[src/core/prc_consts.svh]
`ifndef PRC_CONSTS_SVH
`define PRC_CONSTS_SVH
`define PRC_ADDR_W 5
`define PRC_DATA_W 16
`define PRC_A_ORDER 5'h00
`define PRC_A_TC 5'h01
`define PRC_A_WIN 5'h02
`define PRC_A_SETTLE 5'h03
`define PRC_A_ALLOC 5'h04
`define PRC_A_MODE 5'h05
`define PRC_A_MAP0 5'h06
`define PRC_A_MAP1 5'h07
`define PRC_A_MAP2 5'h08
`define PRC_A_MAP3 5'h09
`define PRC_A_INV0 5'h0A
`define PRC_A_INV1 5'h0B
`define PRC_A_INV2 5'h0C
`define PRC_A_INV3 5'h0D
`define PRC_A_LOWEN 5'h0E
`define PRC_A_HIGHEN 5'h0F
`define PRC_A_VIRT 5'h10
`define PRC_A_SRC 5'h11
`define PRC_A_RESTART 5'h12
`define PRC_A_STATUS 5'h13
`define PRC_A_ERR 5'h14
`define PRC_A_TCACT 5'h15
`define PRC_ORDER_DEF 1'h0
`define PRC_TC_DEF 15'h0000
`define PRC_WIN_DEF 16'h000A
`define PRC_SETTLE_DEF 16'h01F4
`define PRC_MODE_DEF 4'h0
`define PRC_MODE_INHIBIT 4'hB
`define PRC_FN_PCON 4'h3
`define PRC_TICK_NS 100000
`define PRC_CLK_NS 8
`define PRC_PHYS_N 6
`define PRC_TERM_N 4
`define PRC_PEND_W 20
`define PRC_ACC_W 32
`define PRC_ERR_W 24
`endif

[src/core/prc_pkg.sv]
`include "prc_consts.svh"
package prc_pkg;
	typedef struct packed {
		logic order_sel_ff;
		logic order_act_ff;
		logic [14:0] tc_ff;
		logic [14:0] tc_act_ff;
		logic clr_seen_ff;
		logic ref_seen_ff;
		logic [15:0] win_ff;
		logic [15:0] settle_ff;
		logic [1:0] alloc_ff;
		logic [3:0] mode_ff;
		logic [3:0] mode_act_ff;
		logic [3:0][15:0] map_ff;
		logic [3:0][3:0] inv_ff;
		logic [5:0] src_virt_ff;
		logic [5:0] low_en_ff;
		logic [5:0] high_en_ff;
		logic [15:0] virt_ff;
		logic [15:0] tick_cnt_ff;
		logic [1:0][`PRC_PEND_W-1:0] pend_ff;
		logic [1:0][`PRC_ACC_W-1:0] acc_ff;
		logic [`PRC_ERR_W-1:0] err_ff;
		logic [16:0] settle_cnt_ff;
		logic done_n_ff;
		logic pulse_ff;
		logic dir_ff;
		logic inhibit_ff;
		logic [3:0] term_ff;
		logic [15:0] func_ff;
		logic [15:0] rdata_ff;
	} prc_state_t;
endpackage

[src/core/prc_top.sv]
`timescale 1ns/100ps
`include "prc_consts.svh"
// Summary of operation
// - order select: 0 first-order, 1 second-order, restart
// - time constant 0..32767 in 0.1 ms
// - smoothing keeps pulse count unchanged
// - new constant after clear then new reference
// - done when error under window past settle
// - completion output low means positioning done
// - completion routed to allocated output terminal
// - proportional input on stops pulse counting
// - inhibit only in mode B, restart
// - bits 0..5 physical or virtual, nibble mapped
// - bits 6 and 7 are virtual only
// - bits 8..15 virtual, two more maps
// - per-port bus low-level enable, immediate
// - per-port bus high-level enable, immediate
module prc_top #(
	parameter int TICK_CYCLES = `PRC_TICK_NS / `PRC_CLK_NS
) (
	input wire logic mclk_in,
	input wire logic resetn_in,
	input wire logic ce_in,
	input wire logic [`PRC_ADDR_W-1:0] addr_in,
	input wire logic [`PRC_DATA_W-1:0] wdata_in,
	input wire logic wr_in,
	input wire logic rd_in,
	input wire logic ref_pulse_in,
	input wire logic ref_dir_in,
	input wire logic fb_pulse_in,
	input wire logic fb_dir_in,
	input wire logic position_error_clear_in,
	input wire logic [`PRC_PHYS_N-1:0] phys_in,
	output logic [`PRC_DATA_W-1:0] rdata_out,
	output logic smooth_pulse_out,
	output logic smooth_dir_out,
	output logic [`PRC_TERM_N-1:0] out_term_out,
	output logic [15:0] func_active_out
);

////////////////////////////////////////////////////////////////////////
	prc_pkg::prc_state_t s_ff;
	prc_pkg::prc_state_t nxt_s;

	localparam logic [15:0] TICK_LAST = 16'(TICK_CYCLES - 1);

	logic tick;
	logic pcon_on;
	logic inhibit;
	logic accept;
	logic in_p;
	logic in_d;
	logic out_p;
	logic out_d;
	logic lvl;
	logic act;
	logic [3:0] fsel;
	logic [15:0] func;
	logic [`PRC_PEND_W-1:0] mag;
	logic [`PRC_ERR_W-1:0] abs_err;
	logic in_win;

	always_comb begin
		nxt_s = s_ff;
		tick = (s_ff.tick_cnt_ff == TICK_LAST);
		pcon_on = 1'b0;
		inhibit = 1'b0;
		accept = 1'b0;
		in_p = 1'b0;
		in_d = 1'b0;
		out_p = 1'b0;
		out_d = 1'b0;
		lvl = 1'b0;
		act = 1'b0;
		fsel = 4'h0;
		func = 16'h0000;
		mag = '0;
		abs_err = '0;
		in_win = 1'b0;

		nxt_s.tick_cnt_ff = tick ? 16'h0000 : s_ff.tick_cnt_ff + 16'h0001;

		// register writes
		if (wr_in) begin
			if (addr_in == `PRC_A_ORDER) begin
				nxt_s.order_sel_ff = wdata_in[0];
			end else if (addr_in == `PRC_A_TC) begin
				nxt_s.tc_ff = wdata_in[14:0];
			end else if (addr_in == `PRC_A_WIN) begin
				nxt_s.win_ff = wdata_in;
			end else if (addr_in == `PRC_A_SETTLE) begin
				nxt_s.settle_ff = wdata_in;
			end else if (addr_in == `PRC_A_ALLOC) begin
				nxt_s.alloc_ff = wdata_in[1:0];
			end else if (addr_in == `PRC_A_MODE) begin
				nxt_s.mode_ff = wdata_in[3:0];
			end else if (addr_in == `PRC_A_MAP0) begin
				nxt_s.map_ff[0] = wdata_in;
			end else if (addr_in == `PRC_A_MAP1) begin
				nxt_s.map_ff[1] = wdata_in;
			end else if (addr_in == `PRC_A_MAP2) begin
				nxt_s.map_ff[2] = wdata_in;
			end else if (addr_in == `PRC_A_MAP3) begin
				nxt_s.map_ff[3] = wdata_in;
			end else if (addr_in == `PRC_A_INV0) begin
				nxt_s.inv_ff[0] = wdata_in[3:0];
			end else if (addr_in == `PRC_A_INV1) begin
				nxt_s.inv_ff[1] = wdata_in[3:0];
			end else if (addr_in == `PRC_A_INV2) begin
				nxt_s.inv_ff[2] = wdata_in[3:0];
			end else if (addr_in == `PRC_A_INV3) begin
				nxt_s.inv_ff[3] = wdata_in[3:0];
			end else if (addr_in == `PRC_A_LOWEN) begin
				nxt_s.low_en_ff = wdata_in[5:0];
			end else if (addr_in == `PRC_A_HIGHEN) begin
				nxt_s.high_en_ff = wdata_in[5:0];
			end else if (addr_in == `PRC_A_VIRT) begin
				nxt_s.virt_ff = wdata_in;
			end else if (addr_in == `PRC_A_SRC) begin
				nxt_s.src_virt_ff = wdata_in[5:0];
			end else if (addr_in == `PRC_A_RESTART) begin
				// restart-time settings become live here
				if (wdata_in[0]) begin
					nxt_s.order_act_ff = s_ff.order_sel_ff;
					nxt_s.mode_act_ff = s_ff.mode_ff;
				end
			end
		end

		// input bit mapping
		for (int i = 0; i < 16; i++) begin
			if (i < `PRC_PHYS_N && !s_ff.src_virt_ff[i]) begin
				lvl = phys_in[i];
				if (s_ff.low_en_ff[i] && !s_ff.virt_ff[i]) begin
					lvl = 1'b0;
				end
				if (s_ff.high_en_ff[i] && s_ff.virt_ff[i]) begin
					lvl = 1'b1;
				end
			end else begin
				lvl = s_ff.virt_ff[i];
			end
			act = ~lvl ^ s_ff.inv_ff[i/4][i%4];
			fsel = s_ff.map_ff[i/4][4*(i%4) +: 4];
			func[fsel] = func[fsel] | act;
		end
		nxt_s.func_ff = func;

		// pulse inhibit
		pcon_on = func[`PRC_FN_PCON];
		inhibit = (s_ff.mode_act_ff == `PRC_MODE_INHIBIT) && pcon_on;
		accept = ref_pulse_in && !inhibit;
		nxt_s.inhibit_ff = inhibit;

		// time constant hand-over
		if (position_error_clear_in) begin
			nxt_s.clr_seen_ff = 1'b1;
			nxt_s.ref_seen_ff = 1'b0;
		end else if (accept && s_ff.clr_seen_ff) begin
			nxt_s.ref_seen_ff = 1'b1;
		end
		if (s_ff.clr_seen_ff && s_ff.ref_seen_ff) begin
			nxt_s.tc_act_ff = s_ff.tc_ff;
			nxt_s.clr_seen_ff = position_error_clear_in;
			nxt_s.ref_seen_ff = 1'b0;
		end

		// smoothing stages
		in_p = accept;
		in_d = ref_dir_in;
		for (int k = 0; k < 2; k++) begin
			if (s_ff.tc_act_ff == 15'h0000 ||
			    (k == 1 && !s_ff.order_act_ff)) begin
				out_p = in_p;
				out_d = in_d;
			end else begin
				out_p = 1'b0;
				out_d = s_ff.pend_ff[k][`PRC_PEND_W-1];
				mag = out_d ? -s_ff.pend_ff[k] : s_ff.pend_ff[k];
				if (tick) begin
					// rate proportional to backlog: exponential lag
					nxt_s.acc_ff[k] = s_ff.acc_ff[k] +
					    `PRC_ACC_W'(mag);
				end
				if (mag != '0 && s_ff.acc_ff[k] >=
				    `PRC_ACC_W'(s_ff.tc_act_ff)) begin
					out_p = 1'b1;
					nxt_s.acc_ff[k] = nxt_s.acc_ff[k] -
					    `PRC_ACC_W'(s_ff.tc_act_ff);
					nxt_s.pend_ff[k] = out_d ?
					    s_ff.pend_ff[k] + 1'b1 :
					    s_ff.pend_ff[k] - 1'b1;
				end
				if (in_p) begin
					nxt_s.pend_ff[k] = in_d ?
					    nxt_s.pend_ff[k] - 1'b1 :
					    nxt_s.pend_ff[k] + 1'b1;
				end
				if (s_ff.pend_ff[k] == '0) begin
					nxt_s.acc_ff[k] = '0;
				end
			end
			in_p = out_p;
			in_d = out_d;
		end
		nxt_s.pulse_ff = out_p;
		nxt_s.dir_ff = out_d;

		// position error: commanded minus travelled
		if (position_error_clear_in) begin
			nxt_s.err_ff = '0;
		end else begin
			if (out_p) begin
				nxt_s.err_ff = out_d ? nxt_s.err_ff - 1'b1 :
				    nxt_s.err_ff + 1'b1;
			end
			if (fb_pulse_in) begin
				nxt_s.err_ff = fb_dir_in ? nxt_s.err_ff + 1'b1 :
				    nxt_s.err_ff - 1'b1;
			end
		end

		// completion detection
		abs_err = s_ff.err_ff[`PRC_ERR_W-1] ? -s_ff.err_ff : s_ff.err_ff;
		in_win = abs_err < `PRC_ERR_W'(s_ff.win_ff);
		if (!in_win) begin
			nxt_s.settle_cnt_ff = 17'h00000;
		end else if (tick &&
		    s_ff.settle_cnt_ff <= {1'b0, s_ff.settle_ff}) begin
			nxt_s.settle_cnt_ff = s_ff.settle_cnt_ff + 17'h00001;
		end
		nxt_s.done_n_ff = !(in_win &&
		    s_ff.settle_cnt_ff > {1'b0, s_ff.settle_ff});
		for (int t = 0; t < `PRC_TERM_N; t++) begin
			nxt_s.term_ff[t] = (s_ff.alloc_ff == 2'(t)) ?
			    s_ff.done_n_ff : 1'b1;
		end

		// register reads
		nxt_s.rdata_ff = 16'h0000;
		if (rd_in) begin
			if (addr_in == `PRC_A_ORDER) begin
				nxt_s.rdata_ff = {15'h0000, s_ff.order_sel_ff};
			end else if (addr_in == `PRC_A_TC) begin
				nxt_s.rdata_ff = {1'b0, s_ff.tc_ff};
			end else if (addr_in == `PRC_A_WIN) begin
				nxt_s.rdata_ff = s_ff.win_ff;
			end else if (addr_in == `PRC_A_SETTLE) begin
				nxt_s.rdata_ff = s_ff.settle_ff;
			end else if (addr_in == `PRC_A_ALLOC) begin
				nxt_s.rdata_ff = {14'h0000, s_ff.alloc_ff};
			end else if (addr_in == `PRC_A_MODE) begin
				nxt_s.rdata_ff = {12'h000, s_ff.mode_ff};
			end else if (addr_in == `PRC_A_MAP0) begin
				nxt_s.rdata_ff = s_ff.map_ff[0];
			end else if (addr_in == `PRC_A_MAP1) begin
				nxt_s.rdata_ff = s_ff.map_ff[1];
			end else if (addr_in == `PRC_A_MAP2) begin
				nxt_s.rdata_ff = s_ff.map_ff[2];
			end else if (addr_in == `PRC_A_MAP3) begin
				nxt_s.rdata_ff = s_ff.map_ff[3];
			end else if (addr_in == `PRC_A_INV0) begin
				nxt_s.rdata_ff = {12'h000, s_ff.inv_ff[0]};
			end else if (addr_in == `PRC_A_INV1) begin
				nxt_s.rdata_ff = {12'h000, s_ff.inv_ff[1]};
			end else if (addr_in == `PRC_A_INV2) begin
				nxt_s.rdata_ff = {12'h000, s_ff.inv_ff[2]};
			end else if (addr_in == `PRC_A_INV3) begin
				nxt_s.rdata_ff = {12'h000, s_ff.inv_ff[3]};
			end else if (addr_in == `PRC_A_LOWEN) begin
				nxt_s.rdata_ff = {10'h000, s_ff.low_en_ff};
			end else if (addr_in == `PRC_A_HIGHEN) begin
				nxt_s.rdata_ff = {10'h000, s_ff.high_en_ff};
			end else if (addr_in == `PRC_A_VIRT) begin
				nxt_s.rdata_ff = s_ff.virt_ff;
			end else if (addr_in == `PRC_A_SRC) begin
				nxt_s.rdata_ff = {10'h000, s_ff.src_virt_ff};
			end else if (addr_in == `PRC_A_STATUS) begin
				nxt_s.rdata_ff = {12'h000, s_ff.order_act_ff,
				    s_ff.inhibit_ff, pcon_on, ~s_ff.done_n_ff};
			end else if (addr_in == `PRC_A_ERR) begin
				nxt_s.rdata_ff = s_ff.err_ff[15:0];
			end else if (addr_in == `PRC_A_TCACT) begin
				nxt_s.rdata_ff = {1'b0, s_ff.tc_act_ff};
			end
		end
	end

////////////////////////////////////////////////////////////////////////
	always_ff @(posedge mclk_in or negedge resetn_in) begin
		if (!resetn_in) begin
			s_ff <= '0;
			s_ff.order_sel_ff <= `PRC_ORDER_DEF;
			s_ff.order_act_ff <= `PRC_ORDER_DEF;
			s_ff.tc_ff <= `PRC_TC_DEF;
			s_ff.tc_act_ff <= `PRC_TC_DEF;
			s_ff.win_ff <= `PRC_WIN_DEF;
			s_ff.settle_ff <= `PRC_SETTLE_DEF;
			s_ff.mode_ff <= `PRC_MODE_DEF;
			s_ff.mode_act_ff <= `PRC_MODE_DEF;
			s_ff.done_n_ff <= 1'b1;
			s_ff.term_ff <= {`PRC_TERM_N{1'b1}};
		end else if (ce_in) begin
			s_ff <= nxt_s;
		end
	end

	assign rdata_out = s_ff.rdata_ff;
	assign smooth_pulse_out = s_ff.pulse_ff;
	assign smooth_dir_out = s_ff.dir_ff;
	assign out_term_out = s_ff.term_ff;
	assign func_active_out = s_ff.func_ff;

endmodule

[config.mk]
export PLATFORM = sky130hd
export DESIGN_NAME = prc_top
export DESIGN_NICKNAME = d
export VERILOG_FILES = /design/src/core/prc_pkg.sv /design/src/core/prc_top.sv
export VERILOG_INCLUDE_DIRS = /design/src /design/src/core
export SDC_FILE = /design/constraint.sdc
export NUM_CORES = 2
export LEC_CHECK = 0
export BUFFER_PORTS_ARGS = -buffer_cell sky130_fd_sc_hd__buf_2
export CORE_MARGIN = 2
export CORE_UTILIZATION = 30
export CTS_BUF_LIST = sky130_fd_sc_hd__clkbuf_8 sky130_fd_sc_hd__clkbuf_16
export CTS_CLUSTER_SIZE = 8
export DETAILED_ROUTE_END_ITERATION = 10
export PLACE_DENSITY_LB_ADDON = 0.05
export SLEW_MARGIN = 10
export SYNTH_ARGS = -nofsm -noshare
export SYNTH_HDL_FRONTEND = slang
export SYNTH_SLANG_ARGS = --single-unit
[constraint.sdc]
create_clock -name mclk_in -period 29.2 [get_ports mclk_in]
set_clock_uncertainty 0.1 [all_clocks]
set_input_delay 2.92 -clock mclk_in [delete_from_list [all_inputs] [get_ports mclk_in]]
set_output_delay 2.92 -clock mclk_in [all_outputs]
set_load 0.01 [all_outputs]
==> impl_metrics.env <==
export IMPL_cts_tree="built"
export IMPL_cts_resized=0
export IMPL_wire_per_inst_um=23.3
export IMPL_min_delay_start="s_ff[200]"
export IMPL_ant_nets=0
export IMPL_period_needed_ns=17.30
export IMPL_yosys_cell_types_count=121
export IMPL_synth_top_cell_by_area="dfrtp_1"
export IMPL_syn_area_mm2=0.0382
export IMPL_ys_warnings_count=0
export IMPL_grt_pass1_wl_um=226000
export IMPL_outcome="complete, no violations"
export IMPL_initial_core_util_pct=30.3
export IMPL_r2r_start="s_ff[259]"
export IMPL_setup_viol=0
export IMPL_max_stage_delay_ns=0.55
export IMPL_fin_crit_sh_pct=59.3
export IMPL_power_density_mw_per_mm2=140
export IMPL_p_switching_uw=2880
export IMPL_dieHeight_um=361
export IMPL_cts_inserted_buffers=58
export IMPL_coreArea_mm2=0.126
export IMPL_r2r_end="s_ff[79]"
export IMPL_n_fill_cell=13400
export IMPL_crit_required_ns=29.61
export IMPL_place_gp_congestion=0.918
export IMPL_hpwl_um=112000
export IMPL_postCtsHoldBufs=0
export IMPL_worstHoldEndpoint="s_ff[200]"
export IMPL_synthCells=4722
export IMPL_grt_setup_unrepaired="false"
export IMPL_grt_pass1_vias=34800
export IMPL_synth_seq_cells=391
export IMPL_syn_avg_cell_area_um2=8.10
export IMPL_synth_seq_area_share_pct=25.6
export IMPL_synth_xor_area_share_pct=6.94
export IMPL_post_route_util_pct=33.1
export IMPL_grt_antenna_before_repair=16
export IMPL_dp_slack_ns=11.35
export IMPL_crit_arrival_ns=17.71
export IMPL_p_leak_uw=0.0178
export IMPL_ir_drop_v=0.000134
export IMPL_synth_mux_area_share_pct=8.59
export IMPL_synth_edf_count=0
export IMPL_swShare_pct=49.3
export IMPL_synth_simple_gate_area_share_pct=19.3
export IMPL_rrSetupSlack_ns=13.31
export IMPL_groute_usage_overall_pct=22.2
export IMPL_vias=35500
export IMPL_htree_levels=2
export IMPL_start_kind="input port"
export IMPL_clkSinkCount=391
export IMPL_end_kind="flop"
export IMPL_fmax_ghz=0.0578
export IMPL_synth_common_cells="nand2_1 (494), nor2_1 (407), dfrtp_1 (378)"
export IMPL_hold_violations=0
export IMPL_clockBufferDepth=3
export IMPL_synth_area_leaders="dfrtp_1 (25%), ha_1 (8.3%), mux2_2 (6.6%)"
export IMPL_fin_ws_ns=11.90
export IMPL_io_buffers=74
export IMPL_via_per_inst=5.61
export IMPL_num_rows=130
export IMPL_drcViolationCount=0
export IMPL_synth_flop_cell="dfrtp_1"
export IMPL_setup_tns_ns=0
export IMPL_synth_top_family_by_area="compound AO/OA/AOI/OAI gates"
export IMPL_hold_depth=1
export IMPL_seqPwrFrac_pct=15.3
export IMPL_root_buffer="clkbuf_16"
export IMPL_syn_num_nets=5023
export IMPL_yosys_cell_count_top_type="nand2_1"
export IMPL_path_class="in -> reg"
export IMPL_clk_pin_slew_ns=0.06
export IMPL_max_slew_margin_pct=26.1
export IMPL_slowest_stage="o311ai_1"
export IMPL_postCtsSetupBuffers=0
export IMPL_timing_max_cap_violations=0
export IMPL_grt_max_degree=85
export IMPL_synth_compound_area_share_pct=25.6
export IMPL_area_growth_pct=9.00
export IMPL_r2r_cells=62
export IMPL_hold_class="reg -> reg"
export IMPL_dieArea_mm2=0.130
export IMPL_synth_top_area_share_pct=24.7
export IMPL_cpMostUsedCell="a21o_1"
export IMPL_insertion_delay_ns=0.68
export IMPL_wl_um=148000
export IMPL_die_w_um=361
export IMPL_p_comb_share_pct=73.5
export IMPL_drive_above_1_share_pct=11.6
export IMPL_clkPwrFrac_pct=11.2
export IMPL_timing_final_max_slew_violations=0
export IMPL_synthAdderAreaFrac_pct=8.83
export IMPL_ios=75
export IMPL_p_int_uw=2970
export IMPL_drtIter0Drc=2691
export IMPL_worst_path_max_fanout=35
export IMPL_tightest_slew_ns=1.10
export IMPL_async_flop_share_pct=100
export IMPL_firstDrtPassIters=8
export IMPL_overflow=0
export IMPL_cp_startpoint="phys_in[0]"
export IMPL_fin_nets=4946
power groups by stage:
stage / sequential, uW / combinational, uW / clock (uW)
floorplan: 780 / 3500 / 0
global placement: 907 / 4290 / 0
detailed placement: 906 / 4300 / 0
CTS: 897 / 4330 / 681
global route: 922 / 4880 / 700
finish: 897 / 4300 / 655
state kept, by name, indices dropped and copies added, names as in the netlist:
register,flops
smooth_pulse_out,1
smooth_dir_out,1
lvl,1
func_active_out,16
rdata_out,16
out_term_out,4
fsel,4
s_ff,348
layer usage:
| layer | up-vias | GRT usage, % | share of wire, % |
|---|---|---|---|
| met4 | 6 | 4.80 | 2.0 |
| met3 | 165 | 2.77 | 4.6 |
| met5 | - | 0 | 0.024 |
| li1 | 17100 | - | - |
| met2 | 864 | 33.5 | 42 |
| met1 | 17300 | 33.5 | 51 |
how the worst max path moves through the flow:
stage	endpoint	slack (ns)
2_1_floorplan	s_ff[79]	13.61
3_3_place_gp	s_ff[79]	11.53
3_5_place_dp	s_ff[79]	11.35
4_1_cts	s_ff[79]	12.05
5_1_grt	s_ff[79]	10.80
6_report	s_ff[79]	11.90
metrics by stage:
step	total power (uW)	hold WS, ns	cells	instance area [um^2]
2_1_floorplan	4280	0.343	4722	38200
3_3_place_gp	5200	0.369	6235	40000
3_5_place_dp	5210	0.360	6235	40000
4_1_cts	5910	0.369	6331	41700
5_1_grt	6500	0.385	6331	41700
6_report	5850	0.368	6335	41700
cell usage in the layout, fill, tap and decap left out, types with 91 or more instances in the layout:
| master | count |
|---|---|
| nand2_1 | 492 |
| nor2_1 | 407 |
| dfrtp_1 | 378 |
| o21ai_0 | 344 |
| a21oi_1 | 304 |
| ha_1 | 254 |
| inv_1 | 238 |
| xnor2_1 | 235 |
| mux2_2 | 223 |
| a21o_1 | 138 |
| nor3_1 | 131 |
| nand3_1 | 93 |
| o21bai_1 | 91 |
area by class of cell:
| class | count | area, um^2 | area share, % |
|---|---|---|---|
| multi-input cells | 3859 | 26600 | 63.7 |
| flip-flops and latches | 391 | 9800 | 23.5 |
| well taps | 1650 | 2060 | 4.95 |
| clock buffers | 64 | 1530 | 3.68 |
| inverters | 213 | 800 | 1.92 |
| repair buffers | 122 | 743 | 1.78 |
| clock inverters | 32 | 178 | 0.426 |
| diodes | 4 | 10.0 | 0.0240 |
cell families (layout without fill, tap and decap cells):
family	Yosys count	count (layout)
AOI/OAI and AO/OA	1443	1443
xor gates and xnor gates	303	303
adders and majority gates	264	264
buffers and inverters	472	431
DFF	391	391
muxes	294	294
other	0	4
and+or+nand+nor	1555	1555
worst max-delay path: cells and delay by family:
kind / cells / cell delay (ns)
buf+inv: 3 / 0.55
simple gates: 10 / 2.11
compound gates: 47 / 11.43
xor+xnor: 1 / 0.15
fa+ha+maj: 1 / 0.37
mux: 1 / 0.14
Note: power is estimated with default switching activity, not from simulation.
